==> src/design/phy_ctrl_map.svh <==
// Register offsets, field positions, reset values and timing counts of the PHY control bank
`ifndef PHY_CTRL_MAP_SVH
`define PHY_CTRL_MAP_SVH

`define OFS_BASIC_MODE_CONTROL 5'h00
`define OFS_BASIC_MODE_STATUS 5'h01
`define OFS_PHY_IDENTIFIER_HIGH 5'h02
`define OFS_PHY_IDENTIFIER_LOW 5'h03
`define OFS_NEGOTIATION_ADVERTISE 5'h04
`define OFS_PARTNER_ABILITY 5'h05
`define OFS_NEGOTIATION_EXPANSION 5'h06
`define OFS_NEXT_PAGE_TRANSMIT 5'h07
`define OFS_NEXT_PAGE_RECEIVE 5'h08
`define OFS_GIGABIT_CONTROL 5'h09
`define OFS_GIGABIT_STATUS 5'h0A
`define OFS_GIGABIT_EXTENDED_STATUS 5'h0F

`define BIT_SOFT_RESET 15
`define BIT_LOOPBACK 14
`define BIT_SPEED_LOW 13
`define BIT_NEGOTIATION_ENABLE 12
`define BIT_POWER_DOWN 11
`define BIT_ISOLATE 10
`define BIT_NEGOTIATION_RESTART 9
`define BIT_DUPLEX 8
`define BIT_SPEED_HIGH 6

`define CONTROL_RESET_VALUE 16'h1140
`define CONTROL_WRITE_MASK 16'hFFC0
`define STATUS_RESET_VALUE 16'h7949
`define STATUS_NEG_DONE_BIT 5
`define RW_RESET_VALUE 16'h0000

// Reset process length and negotiation start latency
`define RESET_TIME_NS 1000
`define RESET_CYCLES ((`RESET_TIME_NS + 19) / 20)
`define NEG_START_CYCLES 4

`endif

==> src/design/phy_ctrl_pkg.sv <==
// Types shared by the PHY control register bank
package phy_ctrl_pkg;

  typedef enum logic [1:0] {
    SPEED_10 = 2'b00,
    SPEED_100 = 2'b01,
    SPEED_1000 = 2'b10,
    SPEED_RSVD = 2'b11
  } link_speed_t;

  typedef struct packed {
    logic loopback;
    logic power_down;
    logic isolate;
    logic forced_mode;
    link_speed_t speed;
    logic full_duplex;
  } link_ctrl_t;

  typedef struct packed {
    logic [4:0] addr;
    logic [15:0] wdata;
    logic wr;
    logic rd;
  } reg_req_t;

endpackage : phy_ctrl_pkg

==> src/design/phy_basic_mode_control_regs.sv <==
// Management register bank and basic mode control logic of the PHY
//
// The implementer's own choice: the address-and-strobe port.
`timescale 1ns/1ps
`include "phy_ctrl_map.svh"

module phy_basic_mode_control_regs #(
  parameter int RESET_CYCLES = `RESET_CYCLES,
  parameter int NEG_START_CYCLES = `NEG_START_CYCLES,
  // Arbitrary identifier values, not taken from any part
  parameter logic [15:0] ID_HIGH = 16'h0A5A,
  parameter logic [15:0] ID_LOW = 16'h5A50
) (
  input wire logic sys_clk,
  input wire logic rst,
  input wire logic [4:0] addr,
  input wire logic [15:0] wdata,
  input wire logic wr,
  input wire logic rd,
  output logic [15:0] rdata,
  input wire logic [7:0] mii_tx_data,
  input wire logic mii_tx_en,
  input wire logic [7:0] line_rx_data,
  input wire logic line_rx_dv,
  input wire logic neg_done,
  output logic [7:0] mii_rx_data,
  output logic mii_rx_dv,
  output logic [7:0] line_tx_data,
  output logic line_tx_en,
  output logic neg_running,
  output logic neg_start,
  output phy_ctrl_pkg::link_ctrl_t link_ctrl
);
  import phy_ctrl_pkg::*;

  typedef enum logic [1:0] {
    ST_IDLE = 2'b00,
    ST_RESET = 2'b01,
    ST_START = 2'b10,
    ST_RUN = 2'b11
  } neg_state_t;

  localparam int CNT_W = 16;
  localparam int NUM_RW = 6;

  // ---------------------------------------------------------------
  // Decode helpers
  // ---------------------------------------------------------------
  function automatic logic [2:0] rw_index(input logic [4:0] a);
    if (a == `OFS_NEGOTIATION_ADVERTISE) rw_index = 3'd0;
    else if (a == `OFS_PARTNER_ABILITY) rw_index = 3'd1;
    else if (a == `OFS_NEGOTIATION_EXPANSION) rw_index = 3'd2;
    else if (a == `OFS_NEXT_PAGE_TRANSMIT) rw_index = 3'd3;
    else if (a == `OFS_NEXT_PAGE_RECEIVE) rw_index = 3'd4;
    else if (a == `OFS_GIGABIT_CONTROL) rw_index = 3'd5;
    else rw_index = 3'd7;
  endfunction : rw_index

  // ---------------------------------------------------------------
  // Register state
  // ---------------------------------------------------------------
  logic [15:0] ctrl_q, ctrl_d;
  logic [15:0] rw_q [NUM_RW];
  logic [15:0] rw_d [NUM_RW];
  logic neg_done_q, neg_done_d;
  neg_state_t st_q, st_d;
  logic [CNT_W-1:0] cnt_q, cnt_d;
  logic [15:0] rdata_d;
  reg_req_t req;
  logic ctrl_wr;
  logic soft_reset;

  assign req = '{addr: addr, wdata: wdata, wr: wr, rd: rd};
  assign ctrl_wr = req.wr && (req.addr == `OFS_BASIC_MODE_CONTROL);
  assign soft_reset = ctrl_wr && req.wdata[`BIT_SOFT_RESET];

  always_comb
  begin
    st_d = st_q;
    cnt_d = cnt_q;
    neg_start = 1'b0;
    ctrl_d = ctrl_q;
    neg_done_d = neg_done_q;
    for (int i = 0; i < NUM_RW; i++)
      rw_d[i] = rw_q[i];
    if (soft_reset)
    begin
      // Everything returns to defaults; reset bit held until mode entry
      ctrl_d = `CONTROL_RESET_VALUE;
      ctrl_d[`BIT_SOFT_RESET] = 1'b1;
      neg_done_d = 1'b0;
      for (int i = 0; i < NUM_RW; i++)
        rw_d[i] = `RW_RESET_VALUE;
      st_d = ST_RESET;
      cnt_d = CNT_W'(RESET_CYCLES);
    end
    else
    begin
      if (ctrl_wr)
      begin
        // Read-only low bits keep their value; the reset bit is set-only
        ctrl_d = (req.wdata & `CONTROL_WRITE_MASK) | (ctrl_q & ~`CONTROL_WRITE_MASK);
        ctrl_d[`BIT_SOFT_RESET] = ctrl_q[`BIT_SOFT_RESET];
        // Restart ignored when negotiation disabled; clear by software allowed
        ctrl_d[`BIT_NEGOTIATION_RESTART] = req.wdata[`BIT_NEGOTIATION_RESTART]
          && req.wdata[`BIT_NEGOTIATION_ENABLE];
      end
      else if (req.wr && rw_index(req.addr) != 3'd7)
        rw_d[rw_index(req.addr)] = req.wdata;
      if (neg_done && st_q == ST_RUN)
        neg_done_d = 1'b1;
      case (st_q)
        ST_RESET:
        begin
          if (cnt_q > 1)
            cnt_d = cnt_q - 1'b1;
          else if (ctrl_q[`BIT_NEGOTIATION_ENABLE])
          begin
            st_d = ST_START;
            cnt_d = CNT_W'(NEG_START_CYCLES);
          end
          else
          begin
            // Entering forced mode completes the reset
            ctrl_d[`BIT_SOFT_RESET] = 1'b0;
            st_d = ST_IDLE;
          end
        end
        ST_START:
        begin
          if (!ctrl_d[`BIT_NEGOTIATION_ENABLE])
          begin
            // A reset still pending ends as forced mode is entered
            ctrl_d[`BIT_SOFT_RESET] = 1'b0;
            st_d = ST_IDLE;
          end
          else if (cnt_q > 1)
            cnt_d = cnt_q - 1'b1;
          else if (ctrl_wr && req.wdata[`BIT_NEGOTIATION_RESTART])
            // A restart written as the start fires wins and reloads the delay
            cnt_d = CNT_W'(NEG_START_CYCLES);
          else
          begin
            // Negotiation has begun: both self-clearing bits drop
            neg_start = 1'b1;
            ctrl_d[`BIT_SOFT_RESET] = 1'b0;
            ctrl_d[`BIT_NEGOTIATION_RESTART] = 1'b0;
            neg_done_d = 1'b0;
            st_d = ST_RUN;
          end
        end
        default:
        begin
          if (!ctrl_d[`BIT_NEGOTIATION_ENABLE])
            st_d = ST_IDLE;
          else if (ctrl_d[`BIT_NEGOTIATION_RESTART] && !ctrl_q[`BIT_NEGOTIATION_RESTART])
          begin
            st_d = ST_START;
            cnt_d = CNT_W'(NEG_START_CYCLES);
          end
          else if (st_q == ST_IDLE && ctrl_d[`BIT_NEGOTIATION_ENABLE])
          begin
            st_d = ST_START;
            cnt_d = CNT_W'(NEG_START_CYCLES);
          end
        end
      endcase
    end
  end

  always_ff @(posedge sys_clk)
  begin
    if (rst)
    begin
      ctrl_q <= `CONTROL_RESET_VALUE;
      neg_done_q <= 1'b0;
      st_q <= ST_IDLE;
      cnt_q <= '0;
      for (int i = 0; i < NUM_RW; i++)
        rw_q[i] <= `RW_RESET_VALUE;
    end
    else
    begin
      ctrl_q <= ctrl_d;
      neg_done_q <= neg_done_d;
      st_q <= st_d;
      cnt_q <= cnt_d;
      for (int i = 0; i < NUM_RW; i++)
        rw_q[i] <= rw_d[i];
    end
  end

  // ---------------------------------------------------------------
  // Read path
  // ---------------------------------------------------------------
  always_comb
  begin
    rdata_d = 16'h0000;
    if (req.addr == `OFS_BASIC_MODE_CONTROL)
      rdata_d = ctrl_q;
    else if (req.addr == `OFS_BASIC_MODE_STATUS)
    begin
      rdata_d = `STATUS_RESET_VALUE;
      rdata_d[`STATUS_NEG_DONE_BIT] = neg_done_q;
    end
    else if (req.addr == `OFS_PHY_IDENTIFIER_HIGH)
      rdata_d = ID_HIGH;
    else if (req.addr == `OFS_PHY_IDENTIFIER_LOW)
      rdata_d = ID_LOW;
    else if (rw_index(req.addr) != 3'd7)
      rdata_d = rw_q[rw_index(req.addr)];
  end

  always_ff @(posedge sys_clk)
  begin
    if (rst)
      rdata <= 16'h0000;
    else if (req.rd)
      rdata <= rdata_d;
  end

  // ---------------------------------------------------------------
  // Link control and data path
  // ---------------------------------------------------------------
  link_ctrl_t lc;
  always_comb
  begin
    lc.loopback = ctrl_q[`BIT_LOOPBACK];
    lc.power_down = ctrl_q[`BIT_POWER_DOWN];
    lc.isolate = ctrl_q[`BIT_ISOLATE];
    lc.forced_mode = !ctrl_q[`BIT_NEGOTIATION_ENABLE];
    // Forced fields only matter with negotiation off
    lc.speed = lc.forced_mode ?
      link_speed_t'({ctrl_q[`BIT_SPEED_HIGH], ctrl_q[`BIT_SPEED_LOW]}) : SPEED_1000;
    lc.full_duplex = lc.forced_mode ? ctrl_q[`BIT_DUPLEX] : 1'b1;
  end

  logic dp_off;
  assign dp_off = lc.power_down || lc.isolate;

  always_ff @(posedge sys_clk)
  begin
    if (rst)
    begin
      link_ctrl <= '0;
      mii_rx_data <= 8'h00;
      mii_rx_dv <= 1'b0;
      line_tx_data <= 8'h00;
      line_tx_en <= 1'b0;
    end
    else
    begin
      link_ctrl <= lc;
      if (dp_off)
      begin
        // Management keeps working; the data path goes quiet and neg_running drops
        mii_rx_data <= 8'h00;
        mii_rx_dv <= 1'b0;
        line_tx_data <= 8'h00;
        line_tx_en <= 1'b0;
      end
      else if (lc.loopback)
      begin
        mii_rx_data <= mii_tx_data;
        mii_rx_dv <= mii_tx_en;
        line_tx_data <= 8'h00;
        line_tx_en <= 1'b0;
      end
      else
      begin
        mii_rx_data <= line_rx_data;
        mii_rx_dv <= line_rx_dv;
        line_tx_data <= mii_tx_data;
        line_tx_en <= mii_tx_en;
      end
    end
  end

  assign neg_running = (st_q == ST_RUN) && !dp_off;

  // ---------------------------------------------------------------
  // Checks
  // ---------------------------------------------------------------
  reset_sets_defaults_a: assert property (@(posedge sys_clk) disable iff (rst)
    soft_reset |=> (ctrl_q == (`CONTROL_RESET_VALUE | 16'h8000)))
    else $error("soft reset did not restore control defaults");

  reset_bit_holds_a: assert property (@(posedge sys_clk) disable iff (rst)
    (ctrl_q[15] && st_q == ST_RESET && cnt_q > 1) |=> ctrl_q[15])
    else $error("reset bit cleared early");

  reset_done_forced_a: assert property (@(posedge sys_clk) disable iff (rst)
    (st_q == ST_RESET && cnt_q <= 1 && !ctrl_q[12] && !wr) |=> !ctrl_q[15])
    else $error("reset bit not cleared in forced mode");

  loopback_path_a: assert property (@(posedge sys_clk) disable iff (rst)
    (lc.loopback && !dp_off) |=> (mii_rx_data == $past(mii_tx_data)))
    else $error("loopback data not returned");

  forced_speed_a: assert property (@(posedge sys_clk) disable iff (rst)
    !ctrl_q[12] |=> (link_ctrl.speed == {$past(ctrl_q[6]), $past(ctrl_q[13])}))
    else $error("forced speed wrong");

  power_quiet_a: assert property (@(posedge sys_clk) disable iff (rst)
    ctrl_q[11] |=> (!mii_rx_dv && !line_tx_en))
    else $error("data path active in power down");

  restart_ignored_a: assert property (@(posedge sys_clk) disable iff (rst)
    (ctrl_wr && !soft_reset && !wdata[12]) |=> !ctrl_q[9])
    else $error("restart taken with negotiation disabled");

  restart_clears_a: assert property (@(posedge sys_clk) disable iff (rst)
    neg_start |=> (!ctrl_q[9] && st_q == ST_RUN))
    else $error("restart bit not cleared on start");

  isolate_quiet_a: assert property (@(posedge sys_clk) disable iff (rst)
    ctrl_q[10] |=> (!mii_rx_dv && !line_tx_en))
    else $error("data path active while isolated");

  isolate_mgmt_a: assert property (@(posedge sys_clk) disable iff (rst)
    (rd && addr == `OFS_BASIC_MODE_CONTROL && ctrl_q[10]) |=> rdata[10])
    else $error("management read lost during isolation");

  negotiated_mode_a: assert property (@(posedge sys_clk) disable iff (rst)
    (!rst && ctrl_q[12]) |=> (link_ctrl.speed == SPEED_1000 && link_ctrl.full_duplex
      && !link_ctrl.forced_mode))
    else $error("forced fields leaked into negotiated mode");

  forced_duplex_a: assert property (@(posedge sys_clk) disable iff (rst)
    !ctrl_q[12] |=> (link_ctrl.full_duplex == $past(ctrl_q[8])))
    else $error("forced duplex wrong");

  normal_path_a: assert property (@(posedge sys_clk) disable iff (rst)
    (!rst && !lc.loopback && !dp_off) |=> (mii_rx_data == $past(line_rx_data)
      && line_tx_data == $past(mii_tx_data)))
    else $error("normal data path broken");

  loopback_quiet_a: assert property (@(posedge sys_clk) disable iff (rst)
    lc.loopback |=> !line_tx_en)
    else $error("line transmit active in loopback");

  reserved_zero_a: assert property (@(posedge sys_clk) disable iff (rst)
    (rd && addr > `OFS_GIGABIT_STATUS && addr != `OFS_GIGABIT_EXTENDED_STATUS)
      |=> (rdata == 16'h0000))
    else $error("reserved location read nonzero");

  low_bits_zero_a: assert property (@(posedge sys_clk) disable iff (rst)
    ctrl_wr |=> (ctrl_q[5:0] == 6'h00))
    else $error("read-only control bits written");

  reset_clears_state_a: assert property (@(posedge sys_clk) disable iff (rst)
    soft_reset |=> (st_q == ST_RESET && !neg_done_q))
    else $error("soft reset did not restart state");

  restart_starts_a: assert property (@(posedge sys_clk) disable iff (rst)
    (ctrl_wr && !soft_reset && wdata[9] && wdata[12] && st_q != ST_RESET)
      |=> (st_q == ST_START))
    else $error("restart write did not start negotiation");

  restart_cleared_a: assert property (@(posedge sys_clk) disable iff (rst)
    (st_q == ST_RUN && ctrl_wr && !soft_reset && wdata[12] && !wdata[9])
      |=> (st_q == ST_RUN))
    else $error("clearing restart disturbed negotiation");

  start_pulse_a: assert property (@(posedge sys_clk) disable iff (rst)
    neg_start |=> !neg_start)
    else $error("start pulse longer than one cycle");

endmodule : phy_basic_mode_control_regs

==> config.mk <==
export PLATFORM = sky130hd
export DESIGN_NAME = phy_basic_mode_control_regs
export DESIGN_NICKNAME = d
export VERILOG_FILES = /design/src/design/phy_ctrl_pkg.sv /design/src/design/phy_basic_mode_control_regs.sv
export VERILOG_INCLUDE_DIRS = /design/src /design/src/design
export SDC_FILE = /design/constraint.sdc
export NUM_CORES = 1
export LEC_CHECK = 0
export BUFFER_PORTS_ARGS = -buffer_cell sky130_fd_sc_hd__clkbuf_2
export CAP_MARGIN = 20
export CORE_MARGIN = 10
export CORE_UTILIZATION = 52
export DETAILED_ROUTE_END_ITERATION = 8
export GPL_ROUTABILITY_DRIVEN = 0
export PLACE_DENSITY = 0.72
export SLEW_MARGIN = 25
export SYNTH_ARGS = -nofsm -noshare
export SYNTH_HDL_FRONTEND = slang
export SYNTH_SLANG_ARGS = --single-unit
==> constraint.sdc <==
create_clock -name sys_clk -period 5.35 [get_ports sys_clk]
set_input_delay 0.2675 -clock sys_clk [delete_from_list [all_inputs] [get_ports sys_clk]]
set_output_delay 0.2675 -clock sys_clk [all_outputs]
set_load 0.02 [all_outputs]
# Word-level counts from Yosys, hierarchy flattened
# Memory sizes are Yosys's and may differ from the RTL's.
# Index checks and enable logic that the tools add are counted.
dict set report totals {
  memories 1
  out_inout_bits 43
  ff_bits 76
  ramBits 96
  inputBits 44
}
# name words word_bits rd rd_clocked_by_memory_dff write_ports line_no
set memory_table {}
lappend memory_table {rw_q 6 16 7 0 6 phy_basic_mode_control_regs.sv:63} ;# logic [15:0] rw_q [NUM_RW];
dict set report classes {
  n_mux 87
  bitwise 8
  reduce_logical 29
  n_addsub 1
  order_cmp 3
  n_eq_ne 28
}
# cell n
set op_table {}
lappend op_table {{$mux W16} 22}
lappend op_table {{$mux W96} 3}
lappend op_table {{$bwmux W96} 1}
lappend op_table {{$mux W3} 19}
lappend op_table {{$demux W16 S3} 1}
lappend op_table {{$pmux W16 S2} 1}
lappend op_table {{$mux W1} 25}
lappend op_table {{$ne A3 B3 Y1 const B} 8}
lappend op_table {{$eq A5 B3 Y1 const B} 4}
lappend op_table {{$mux W2} 10}
lappend op_table {{$gt A16 B1 Y1 const B} 1}
lappend op_table {{$ne A4 B4 Y1 const B} 4}
lappend op_table {{$sub A16 B1 Y16 const B} 1}
lappend op_table {{$mux W15} 1}
lappend op_table {{$or A15 B6 Y15} 1}
lappend op_table {{$eq A5 B2 Y1 const B} 2}
lappend op_table {{$eq A5 B4 Y1 const B} 2}
lappend op_table {{$logic_and A1 B1 Y1} 10}
lappend op_table {{$reduce_and A5 Y1} 2}
lappend op_table {{$mux W8} 1}
lappend op_table {{$reduce_and A4 Y1} 2}
lappend op_table {{$mux W6} 1}
lappend op_table {{$ne A6 B2 Y1 const B} 1}
lappend op_table {{$or A1 B1 Y1} 6}
lappend op_table {{20 further kinds} 27}

# Longest topological paths before layout
dict set report logic_depth {
  depth_word 24
  ltp_mapped 9
  mapped_depth_nobuf 8
}

# Least setup slack after synthesis
# OpenSTA, ideal clock, no wires.
dict set report synth_path {
  path_type {register -> output}
  start {register cnt_q[6]}
  end {output port neg_start}
  required_ns 5.083
  setup_slack_ns 3.239
  t_arrival_ns 1.843
  path_buffers 1
  path_stages_with_launch 6
  cell_sequence {dfxtp_1 -> nor4_2 -> and3b_1 -> clkbuf_1 -> nand3_1 -> nor3_1}
}
dict set report synth_between {
  elab_chain_cells 5
}
# item line_no
set synth_lines {}
lappend synth_lines {{from (decl)} phy_basic_mode_control_regs.sv:67} ;# logic [CNT_W-1:0] cnt_q, cnt_d;
lappend synth_lines {{from (signal assigned)} phy_basic_mode_control_regs.sv:187} ;# cnt_q <= cnt_d;
lappend synth_lines {{$gt A16 B1 Y1} phy_basic_mode_control_regs.sv:137} ;# else if (cnt_q > 1)
lappend synth_lines {{$mux W1} phy_basic_mode_control_regs.sv:137}
lappend synth_lines {{$mux W1} phy_basic_mode_control_regs.sv:131} ;# if (!ctrl_d[`BIT_NEGOTIATION_ENABLE])
lappend synth_lines {{$mux W1} phy_basic_mode_control_regs.sv:112} ;# case (st_q)
lappend synth_lines {{$mux W1} phy_basic_mode_control_regs.sv:86} ;# if (soft_reset)
lappend synth_lines {{to (decl)} phy_basic_mode_control_regs.sv:31} ;# output logic neg_start,
# Every way passes these cells.

# Worst setup path after layout
dict set report layout_path {
  start {register cnt_q[1]}
  end {output port neg_start}
}
# Same word-level chain as after synthesis.

==> impl_metrics.csv <==
group,metric,value,unit
run_status,status,"finished, final reports clean",
cts,cts_hold_buf,0,
cts,cts_root_buffer,"clkbuf_16",
routing,vias,6598,
sta,final-hold-violation-count,0,
logic_synthesis,synth_edf_count,0,
layout,fin_area,8480,um^2
floorplanning,die_h,139,um
layout,syn_to_final_growth,14.3,%
floorplanning,placementRows,43,
logic_synthesis,synth_async_sr_flop_share,0,%
global_route,grt_usage,21.0,%
hold_path,hold_path_startpoint,"mii_tx_data[1]",
worst_setup_path,r2r_start,"cnt_q[1]",
power_and_ir_drop,ir_drop,260,uV
cts,clk_pin_slew_worst_paths,70,ps
worst_setup_path,cp-end-kind,"primary output",
worst_setup_path,crit_required,5080,ps
hold_path,hold_depth,2,
hold_path,hp-class,"in -> reg",
floorplanning,dieArea,19400,um^2
cts,cts_setup_buffers,0,
sta,timing.slew.headroom,31.8,%
layout,finalNetCount,992,
global_route,grt_pass1_wl,33600,um
sta,fin_tns_setup,0,ps
worst_setup_path,rr_worst_depth,8,
cts,h-tree-depth,4,
sta,max_freq,0.345,GHz
routing,antenna_left,0,
cts,cts_resized,0,
logic_synthesis,synth_cells,886,
power_and_ir_drop,total_power,3660,uW
sta,slew_violations,0,
floorplanning,core_area,13900,um^2
sta,worst_pin_slew,1020,ps
place,pre_cts_ws,2190,ps
power_and_ir_drop,powerDensity,431,nW/um^2
power_and_ir_drop,p_int,2350,uW
logic_synthesis,ys_seq_area_share,44.8,%
cts,numCtsBuffers,17,
sta,period_share,54.2,%
global_route,grt_pass1_vias,6192,
logic_synthesis,synth_area,7420,um^2
sta,worst_slack,2450,ps
floorplanning,initial_utilization,53.2,%
layout,layout-drive-gt1-share,16.5,%
logic_synthesis,yosys_warnings,0,
global_route,grt-ovfl-total,0,
worst_setup_path,critPathKind,"reg -> out",
worst_setup_path,r2r_slack,2600,ps
routing,dr.pass1.iters,5,
cts,cts_tree,"built",
flow_run,maxCapViolCount,0,
worst_setup_path,r2r-end,"cnt_q[14]",
routing,routed_wl,21000,um
logic_synthesis,syn_avg_cell_area,8.37,um^2
logic_synthesis,synth_seq_cells,166,
worst_setup_path,worstSetupStartpointType,"flip-flop",
place,port_buffers,86,
logic_synthesis,synth_flop_cell,"dfxtp_1",
logic_synthesis,synth_area_leaders,"dfxtp_1 45%, nand2_1 9.1%, mux2i_1 7.7%",
global_route,antenna_found_initial,0,
cts,clk_latency,440,ps
sta,grt_setup_unrepaired,"false",
layout,num_antenna_cells,0,
routing,vias_per_cell,5.81,
sta,finClkSkew,9.09,ps
floorplanning,io_pins,87,
routing,drt_iter0_drc,666,
place,placed_area,7900,um^2
hold_path,worstHoldEndpoint,"line_tx_data[1]",
logic_synthesis,syn-num-nets,936,
worst_setup_path,arrival,2630,ps
power_and_ir_drop,p_switching,1310,uW
power_and_ir_drop,power.leakage,0.00325,uW
power_and_ir_drop,clock_power_share,32.5,%
sta,setup_viol,0,
cts,clock_path_buffers,2,
logic_synthesis,yosys.area.top_type,"dfxtp_1",
routing,avgRoutedWirePerCell,18.5,um
sta,hold_ws,51.5,ps
floorplanning,die_width,139,um
worst_setup_path,critPathMaxFanout,11,
logic_synthesis,synthDominantCellAreaShare,44.8,%
power_and_ir_drop,p_sw_share,35.8,%
logic_synthesis,synth_cell_types,66,
place,dp_hpwl,14200,um
sta,period_needed,2900,ps
global_route,grt_start_max_net_pins,103,
power_and_ir_drop,combPwrFrac,29.4,%
routing,drc,0,
power_and_ir_drop,share_seq_of_total_power,38.1,%
cts,numClockSinks,166,
layout by cell type (no fill, tap or decap), types with 4 or more instances in the layout:
| master | count |
|---|---|
| mux2_2 | 8 |
| a311oi_1 | 7 |
| nand2b_1 | 7 |
| nand2_1 | 180 |
| inv_1 | 15 |
| mux2i_1 | 57 |
| a2111oi_0 | 4 |
| a31oi_1 | 9 |
| o31ai_1 | 5 |
| and2_1 | 16 |
| a21oi_1 | 91 |
| a211oi_1 | 6 |
| nand3_1 | 28 |
| nor2b_1 | 8 |
| dfxtp_1 | 166 |
| and3_1 | 5 |
| nor3_1 | 12 |
| mux4_2 | 6 |
| inv_6 | 4 |
| nand4_1 | 7 |
| clkbuf_16 | 17 |
| buf_4 | 7 |
| o211ai_1 | 12 |
| o21ai_0 | 31 |
| clkbuf_2 | 86 |
| o22ai_1 | 4 |
| ha_1 | 6 |
| clkinvlp_4 | 7 |
| or3_1 | 4 |
| nor2_1 | 79 |
critical path, cell delays in order (launching register included):
cell and delay (ps):
dfxtp_1 340, inv_1 120, ha_1 410, nor2_1 150, nor4_4 510, nand3_1 240
nor3_1 230, clkbuf_2 200
stage by stage:
| stage | std cells | utilization [%] |
|---|---|---|
| after global placement | 1103 | 56.7 |
| after detailed placement | 1103 | 56.7 |
| after CTS | 1135 | 60.8 |
| after global routing | 1135 | 60.9 |
| final | 1135 | 60.9 |
| after floorplan | 886 | - |
kinds of logic after synthesis:
group | count (synthesis) | share of synthesized area, %
compound gates | 197 | 16.3
fa+ha+maj | 6 | 1.01
buf+inv | 73 | 4.08
flops | 166 | 44.8
mux | 71 | 10.7
simple gates | 373 | 23.1
per-layer routing:
layer  up-vias  routed length (um)  track usage (%)
met3        32                2040             6.09
met2       308                8960             29.6
li1       3201                   -                -
met4         0                 400             8.07
met1      3057                9560             29.5
met5         -                   0                0
layout make-up:
cell class | count | area, um^2
clock buffers | 17 | 425
clock inverters | 15 | 146
fillers | 1226 | 5460
inverters | 16 | 60.1
multi-input cells | 647 | 3800
flip-flops and latches | 166 | 3320
well taps | 180 | 225
repair buffers | 94 | 494
power by group through the flow:
stage | registers, uW | clock network (uW) | logic, uW
finish | 1390 | 1190 | 1080
global route | 1400 | 1260 | 1210
CTS | 1390 | 1200 | 1070
detailed placement | 1420 | 0 | 1060
global placement | 1420 | 0 | 1050
floorplan | 1420 | 0 | 822
Yosys cell counts (8+ instances only):
cell,n
nand2_1,180
dfxtp_1,166
a21oi_1,91
nor2_1,81
mux2i_1,57
clkbuf_1,39
o21ai_0,31
nand3_1,28
and2_1,16
inv_1,15
nor3_1,12
o211ai_1,12
buf_2,11
a31oi_1,9
mux2_2,8
nor2b_1,8
state kept, by name, indices dropped and copies added, names as in the netlist:
signal	cells
line_tx_en	1
mii_rx_dv	1
link_ctrl	7
neg_done_q	1
cnt_q	16
st_q	2
rw_q	96
mii_rx_data	8
line_tx_data	8
ctrl_q	10
rdata	16
how the worst max path moves through the flow:
stage | startpoint | to | slack [ps] | depth (start not counted)
after floorplan | cnt_q[6] | neg_start | 3240 | 5
after global placement | addr[3] | rw_q[1][8] | 2290 | 7
after detailed placement | addr[3] | rw_q[3][10] | 2190 | 7
after CTS | cnt_q[1] | neg_start | 2440 | 7
after global routing | cnt_q[1] | neg_start | 2200 | 7
final | cnt_q[1] | neg_start | 2450 | 7
(Power assumes the default switching activity.)
